`src/hw/uart_ctrl_regs.svh`:
```
// register offsets, field positions and reset values of the serial control glue
`ifndef UART_CTRL_REGS_SVH
`define UART_CTRL_REGS_SVH
`define OFF_PORT1_LATCH   4'h0
`define OFF_PORT1_DIR     4'h1
`define OFF_IRQ_FLAGS     4'h2
`define OFF_IRQ_MASK      4'h3
`define OFF_CHAN_START    4'h4
`define OFF_CHAN_ENABLED  4'h5
`define OFF_PRIO_HIGH     4'h6
`define OFF_PRIO_LOW      4'h7
`define OFF_CHAN_STOP     4'h8
`define OFF_CHAN_CONFIG   4'h9
`define OFF_IRQ_LEVEL     4'hA
`define BIT_RX_PIN        1
`define BIT_TX_PIN        2
`define BIT_TX_DONE       0
`define BIT_RX_DONE       1
`define BIT_RX_ERROR      2
`define BIT_RX_ENABLE     14
`define RST_PORT1_LATCH   8'hFF
`define RST_PORT1_DIR     8'hFF
`define RST_IRQ_MASK      8'hFF
`define RST_PRIO          8'hFF
`define RX_START_WAIT_CYC 4
`endif

```
`src/hw/uart_ctrl_pkg.sv`:
```
// types shared by the serial control glue
package uart_ctrl_pkg;
  typedef enum logic [1:0] {
    prio_level0,
    prio_level1,
    prio_level2,
    prio_level3
  } prio_level_t;
  typedef enum logic [1:0] {
    chan_stopped,
    chan_comm_wait
  } chan_state_t;
endpackage

```
`src/hw/uart_channel_irq_pin_start_ctrl.sv`:
```
// interrupt flags, pin control and channel start triggers of one serial unit
`timescale 1ns/1ns
`default_nettype none
`include "uart_ctrl_regs.svh"
module uart_channel_irq_pin_start_ctrl
  import uart_ctrl_pkg::*;
#(
  parameter int CHANNELS = 4
) (
  input  wire logic                  clk_sys,
  input  wire logic                  srst,
  input  wire logic [3:0]            reg_addr,
  input  wire logic [15:0]           reg_wdata,
  input  wire logic                  reg_wr,
  input  wire logic                  reg_rd,
  output logic      [15:0]           reg_rdata,
  input  wire logic                  tx_done_event,
  input  wire logic                  rx_done_event,
  input  wire logic                  rx_error_event,
  input  wire logic [7:0]            port1_pin_in,
  output logic      [7:0]            port1_pin_out,
  output logic      [7:0]            port1_pin_oe,
  output logic                       irq,
  output logic      [1:0]            irq_level,
  output logic      [CHANNELS-1:0]   channel_enabled_status,
  output logic      [CHANNELS-1:0]   channel_start_pulse,
  output logic      [CHANNELS-1:0]   receive_enable_bit
);

  // registers
  logic [7:0]          port1_output_latch_r;
  logic [7:0]          port1_direction_r;
  logic [7:0]          irq_request_flags_high_r;
  logic [7:0]          irq_mask_flags_high_r;
  logic [7:0]          priority_high_bit_r;
  logic [7:0]          priority_low_bit_r;
  logic [15:0]         channel_comm_config_r [CHANNELS];
  logic [CHANNELS-1:0] enabled_r;
  logic [CHANNELS-1:0] start_pulse_r;
  logic [15:0]         rdata_r;
  logic [7:0]          pin_sync1_r;
  logic [7:0]          pin_sync2_r;

  // write decode
  wire wr_latch   = reg_wr && (reg_addr == `OFF_PORT1_LATCH);
  wire wr_dir     = reg_wr && (reg_addr == `OFF_PORT1_DIR);
  wire wr_flags   = reg_wr && (reg_addr == `OFF_IRQ_FLAGS);
  wire wr_mask    = reg_wr && (reg_addr == `OFF_IRQ_MASK);
  wire wr_start   = reg_wr && (reg_addr == `OFF_CHAN_START);
  wire wr_stop    = reg_wr && (reg_addr == `OFF_CHAN_STOP);
  wire wr_prio_hi = reg_wr && (reg_addr == `OFF_PRIO_HIGH);
  wire wr_prio_lo = reg_wr && (reg_addr == `OFF_PRIO_LOW);
  wire wr_cfg     = reg_wr && (reg_addr[3:2] == 2'b10) && (reg_addr != `OFF_CHAN_STOP);

  // hardware events land on their flag positions
  logic [7:0] event_set;
  always_comb begin
    event_set = 8'h00;
    event_set[`BIT_TX_DONE]  = tx_done_event;
    event_set[`BIT_RX_DONE]  = rx_done_event;
    event_set[`BIT_RX_ERROR] = rx_error_event;
  end

  // write one clears; a same-cycle event wins so nothing is lost
  wire [7:0] flags_nxt = (irq_request_flags_high_r & ~(wr_flags ? reg_wdata[7:0] : 8'h00))
                         | event_set;

  // only the three serial sources exist in this unit
  wire [7:0] src_mask = 8'h07;
  wire [7:0] pending  = irq_request_flags_high_r & ~irq_mask_flags_high_r & src_mask;

  // priority decode: high bit then low bit, 00 is most urgent
  function automatic prio_level_t decode_prio(input logic hi, input logic lo);
    decode_prio = prio_level_t'({hi, lo});
  endfunction

  // pick the most urgent pending source, lowest index on a tie
  prio_level_t best_level;
  logic        best_any;
  always_comb begin
    prio_level_t lv;
    lv = prio_level3;
    best_level = prio_level3;
    best_any = 1'b0;
    for (int i = 0; i < 3; i++) begin
      lv = decode_prio(priority_high_bit_r[i], priority_low_bit_r[i]);
      if (pending[i] && (!best_any || lv < best_level)) begin
        best_level = lv;
        best_any = 1'b1;
      end
    end
  end

  assign irq       = |pending;
  assign irq_level = best_level;

  // start triggers: ones set, zeros leave alone
  wire [CHANNELS-1:0] start_bits = wr_start ? reg_wdata[CHANNELS-1:0] : '0;
  wire [CHANNELS-1:0] stop_bits  = wr_stop ? reg_wdata[CHANNELS-1:0] : '0;
  wire [CHANNELS-1:0] enabled_nxt = (enabled_r & ~stop_bits) | start_bits;

  // receive enable per channel, read by the serial path
  always_comb begin
    for (int c = 0; c < CHANNELS; c++) begin
      receive_enable_bit[c] = channel_comm_config_r[c][`BIT_RX_ENABLE];
    end
  end

  // control registers; reset chosen as masked, inputs, stopped
  always_ff @(posedge clk_sys) begin
    if (srst) begin
      port1_output_latch_r     <= `RST_PORT1_LATCH;
      port1_direction_r        <= `RST_PORT1_DIR;
      irq_request_flags_high_r <= 8'h00;
      irq_mask_flags_high_r    <= `RST_IRQ_MASK;
      priority_high_bit_r      <= `RST_PRIO;
      priority_low_bit_r       <= `RST_PRIO;
      enabled_r                <= '0;
      start_pulse_r            <= '0;
    end else begin
      if (wr_latch) port1_output_latch_r <= reg_wdata[7:0];
      if (wr_dir) port1_direction_r <= reg_wdata[7:0];
      if (wr_mask) irq_mask_flags_high_r <= reg_wdata[7:0];
      if (wr_prio_hi) priority_high_bit_r <= reg_wdata[7:0];
      if (wr_prio_lo) priority_low_bit_r <= reg_wdata[7:0];
      irq_request_flags_high_r <= flags_nxt;
      enabled_r                <= enabled_nxt;
      start_pulse_r            <= start_bits;
    end
  end

  // per-channel configuration words
  always_ff @(posedge clk_sys) begin
    if (srst) begin
      for (int c = 0; c < CHANNELS; c++) begin
        channel_comm_config_r[c] <= 16'h0000;
      end
    end else if (wr_cfg) begin
      channel_comm_config_r[reg_addr[1:0]] <= reg_wdata;
    end
  end

  assign channel_enabled_status = enabled_r;
  assign channel_start_pulse    = start_pulse_r;

  // pin inputs pass two flops before any reader
  always_ff @(posedge clk_sys) begin
    if (srst) begin
      pin_sync1_r <= 8'h00;
      pin_sync2_r <= 8'h00;
    end else begin
      pin_sync1_r <= port1_pin_in;
      pin_sync2_r <= pin_sync1_r;
    end
  end

  // buffer on for direction 0; rx pin normally left as input
  assign port1_pin_oe  = ~port1_direction_r;
  assign port1_pin_out = port1_output_latch_r;

  // read mux; the start register is write only and reads zero
  logic [15:0] rd_mux;
  always_comb begin
    rd_mux = 16'h0000;
    unique case (reg_addr)
      `OFF_PORT1_LATCH:  rd_mux = {8'h00, pin_sync2_r};
      `OFF_PORT1_DIR:    rd_mux = {8'h00, port1_direction_r};
      `OFF_IRQ_FLAGS:    rd_mux = {8'h00, irq_request_flags_high_r};
      `OFF_IRQ_MASK:     rd_mux = {8'h00, irq_mask_flags_high_r};
      `OFF_CHAN_ENABLED: rd_mux = {{(16-CHANNELS){1'b0}}, enabled_r};
      `OFF_PRIO_HIGH:    rd_mux = {8'h00, priority_high_bit_r};
      `OFF_PRIO_LOW:     rd_mux = {8'h00, priority_low_bit_r};
      `OFF_IRQ_LEVEL:    rd_mux = {13'h0, best_any, best_level};
      4'hC, 4'hD, 4'hE, 4'hF: rd_mux = 16'h0000;
      4'h4, 4'h8, 4'h9, 4'hB: rd_mux = 16'h0000;
      default: rd_mux = 16'h0000;
    endcase
    if (reg_addr[3:2] == 2'b10 && reg_addr != `OFF_CHAN_STOP) begin
      rd_mux = channel_comm_config_r[reg_addr[1:0]];
    end
  end

  // read data valid only in the cycle after the strobe
  always_ff @(posedge clk_sys) begin
    if (srst) begin
      rdata_r <= 16'h0000;
    end else begin
      rdata_r <= reg_rd ? rd_mux : 16'h0000;
    end
  end

  assign reg_rdata = rdata_r;

endmodule
`default_nettype wire

```
`config.mk`:
```
export PLATFORM = sky130hd
export DESIGN_NAME = uart_channel_irq_pin_start_ctrl
export DESIGN_NICKNAME = d
export VERILOG_FILES = /design/src/hw/uart_ctrl_pkg.sv /design/src/hw/uart_channel_irq_pin_start_ctrl.sv
export VERILOG_INCLUDE_DIRS = /design/src /design/src/hw
export SDC_FILE = /design/constraint.sdc
export NUM_CORES = 1
export LEC_CHECK = 0
export BUFFER_PORTS_ARGS = -buffer_cell sky130_fd_sc_hd__clkbuf_2
export CAP_MARGIN = 20
export CORE_AREA = 5 5 121 123
export DETAILED_ROUTE_END_ITERATION = 12
export DIE_AREA = 0 0 126 128
export PLACE_DENSITY = 0.8
export SKIP_LAST_GASP = 1
export SLEW_MARGIN = 10
export SYNTH_ARGS = -nofsm -noshare
export SYNTH_HDL_FRONTEND = slang
export SYNTH_SLANG_ARGS = --single-unit
export TNS_END_PERCENT = 30
```
`constraint.sdc`:
```
create_clock -name clk_sys -period 5.8 [get_ports clk_sys]
set_input_delay 0.58 -clock clk_sys [delete_from_list [all_inputs] [get_ports clk_sys]]
set_output_delay 0.58 -clock clk_sys [all_outputs]
set_load 0.02 [all_outputs]
```
==> results.toml <==
[floorplanning]
die_width_um = 126
rows = 43
design.core.area_um2 = 13600
ios = 82
die_area_um2 = 16100
die_h_um = 128
start_util_pct = 48.1

[grt]
grt_start_max_net_pins = 91
grt.total_usage_pct = 19.3
first_global_vias = 4826
grt_first_pass_wirelength_um = 24500
antenna_found_initial = 0
grt_overflow = 0

[routing]
drc = 0
first_pass_iters = 5
num_vias = 4738
detail_route.wl_per_cell_um = 17.7
drt_first_iter_violations = 624
routed_wl_um = 15000
ant_nets = 0
vias_per_cell = 5.60

[yosys]
yosys_warnings = 0
ys_ff_latch = 152
synth_edf_count = 64
netlist.top_cell.by_area = "edfxtp_1"
syn_avg_cell_area_um2 = 11.2
synthAdderAreaFrac_pct = 0.192
synth_flop_cell = "dfxtp_1"
ys_types = 55
synthCells = 584
synth-xor-area-share_pct = 0
synth_area_um2 = 6510
synth_area_leaders = "edfxtp_1 (29%), dfxtp_1 (27%), mux4_2 (5.5%)"
netlist.area_leader.share_pct = 29.5
ys_seq_area_share_pct = 56.5
synth_top_family_by_area = "simple AND/OR/NAND/NOR gates"
yosys.area_share.simple_pct = 21.1
synth_compound_area_share_pct = 9.28
synthArstFlopShare_pct = 0
muxShareOfSynthArea_pct = 7.01

[timing]
fin_crit_sh_pct = 53.2
tns_ps = 0
setup_viol = 0
maxSlewViolCount = 0
tightest_slew_ps = 879
relSlewSlack_pct = 41.4
fmax_mhz = 324
rsz0062_at_grt = "false"
fin_crit_ps = 3090
hold_violations = 0
finalClockSkew_ps = 5.12

[final_layout]
n_antenna_cell = 0
final_common_cell = "dfxtp_1"
fin_util_pct = 56.2
drive_gt1_share_pct = 22.4
multiInputGateArea_um2 = 2520
seq_area_um2 = 3680
final_cell_mix = "dfxtp_1 (88), clkbuf_2 (81), edfxtp_1 (64)"
area_growth_pct = 16.9
nets = 689
fillers = 1101

[setup_path]
cp-start-kind = "flop"
r2r-start = "irq_mask_flags_high_r[4]$_SDFFE_PP1P_"
arrival_ps = 2510
worstSetupPathType = "flop to output pin"
rr_worst_depth = 4
path_max_fanout = 6
endpoint = "irq_level[1]"
critPathLaunch = "irq_mask_flags_high_r[1]$_SDFFE_PP1P_"
ff2ff_setup_slack_ps = 4350
cp-end-kind = "output pin"
crit_required_ps = 5220
r2r_end = "reg_rdata[4]$_SDFF_PP0_"

[clock_tree]
cts_buffers = 17
numClockSinks = 152
post_cts_buffers = 0
cts_resized = 0
cts_tree = "built"
cts_root_buf = "clkbuf_16"
clkLatencyLatePin_ps = 420
hold_buffers = 0
htreeDepth = 4
cts_buffer_depth = 2
path_clk_slew_ps = 60

[power]
pwr-share-seq_pct = 47.5
p_sw_w = 0.000568
pwr-share-clk_pct = 45.2
power_density_nw_per_um2 = 327
p_leak_nw = 3.23
p_total_w = 0.00249
power_frac_comb_pct = 7.2
irDropWorstVdd_v = 0.000222
p_int_w = 0.00192
switching_share_pct = 22.9

[hold_path]
whs_path_depth = 2
min_path_type = "input pin to flop"

[place]
port_buffers = 81
place_hpwl_um = 9900
place_congestion = 0.828

[job]
max_cap_violations = 0

[status]
status = "complete, no violations"
-- cells in the mapped netlist (2+ instances only) --
cell type,instances
a211o_1,17
a211oi_1,3
a21boi_0,2
a21o_1,2
a21oi_1,16
a221oi_1,8
a22o_1,4
a2bb2oi_1,4
a32o_1,2
and2_1,36
and3_1,23
buf_2,19
buf_4,6
buf_6,3
clkbuf_1,24
dfxtp_1,88
edfxtp_1,64
inv_1,29
mux2_2,5
mux2i_1,4
mux4_2,16
nand2_1,57
nand2b_1,12
nand3_1,8
nand3b_1,29
nor2_1,29
nor2b_1,29
nor3b_1,3
nor4b_2,2
o211ai_1,2
o21ai_0,3
o21bai_1,2
o22ai_1,8
o32ai_1,3
or2_2,2
-- worst max-delay path, cell delays in order, from the launching register on --
cell and delay (ps):
dfxtp_1 330, nand2b_1 230, o22ai_1 240, ha_1 270
nor2_1 150, a21oi_1 90, a221oi_1 350, mux2i_1 230
clkbuf_2 190
-- power by group through the flow --
stage               combinational, W  sequential (W)  clock (W)
detailed placement          0.000177         0.00120          0
floorplan                   0.000124         0.00120          0
global placement            0.000173         0.00120          0
finish                      0.000180         0.00118    0.00112
CTS                         0.000180         0.00118    0.00113
global route                0.000195         0.00119    0.00119
-- worst min path at each step --
stage	startpoint	end	slack, ps
6_report	port1_pin_in[4]	pin_sync1_r[4]$_SDFF_PP0_	360
4_1_cts	port1_pin_in[4]	pin_sync1_r[4]$_SDFF_PP0_	350
2_1_floorplan	pin_sync1_r[0]$_SDFF_PP0_	pin_sync2_r[0]$_SDFF_PP0_	410
3_3_place_gp	pin_sync1_r[4]$_SDFF_PP0_	pin_sync2_r[4]$_SDFF_PP0_	420
5_1_grt	tx_done_event	irq_request_flags_high_r[0]$_SDFF_PP0_	360
3_5_place_dp	pin_sync1_r[2]$_SDFF_PP0_	pin_sync2_r[2]$_SDFF_PP0_	420
-- routing by layer --
layer	share of wire, %	GRT usage (%)
met5	0	0
met4	3.0	9.34
met3	8.9	5.83
met2	50	32.0
met1	38	23.1
-- sequential cells by signal, indices dropped and copies added, names as in the netlist --
register,count
channel_comm_config_r,64
reg_rdata,16
irq_mask_flags_high_r,8
irq_request_flags_high_r,8
pin_sync1_r,8
pin_sync2_r,8
port1_direction_r,8
port1_pin_out,8
priority_high_bit_r,8
priority_low_bit_r,8
channel_enabled_status,4
channel_start_pulse,4
-- logic make-up after synthesis --
| group | after synthesis |
|---|---|
| muxes | 25 |
| DFF | 152 |
| buffers and inverters | 82 |
| AOI/OAI and AO/OA | 81 |
| adders and majority gates | 1 |
| and+or+nand+nor | 242 |
| other | 1 |
-- area by class of cell --
cell class              count  area share [%]
inverters                  29            1.43
clock buffers              21            6.75
multi-input cells         365            33.1
repair buffers             88            6.01
clock inverters            11            1.36
well taps                 180            2.96
flip-flops and latches    152            48.4
-- metrics by stage --
step	hold slack, ps	setup slack [ps]	instances	area [um^2]
2_1_floorplan	414	3330	599	6570
3_3_place_gp	423	2860	814	7000
3_5_place_dp	423	2770	814	7000
4_1_cts	354	2680	846	7610
5_1_grt	364	2510	846	7610
6_report	361	2710	846	7610
(Power assumes the default switching activity.)
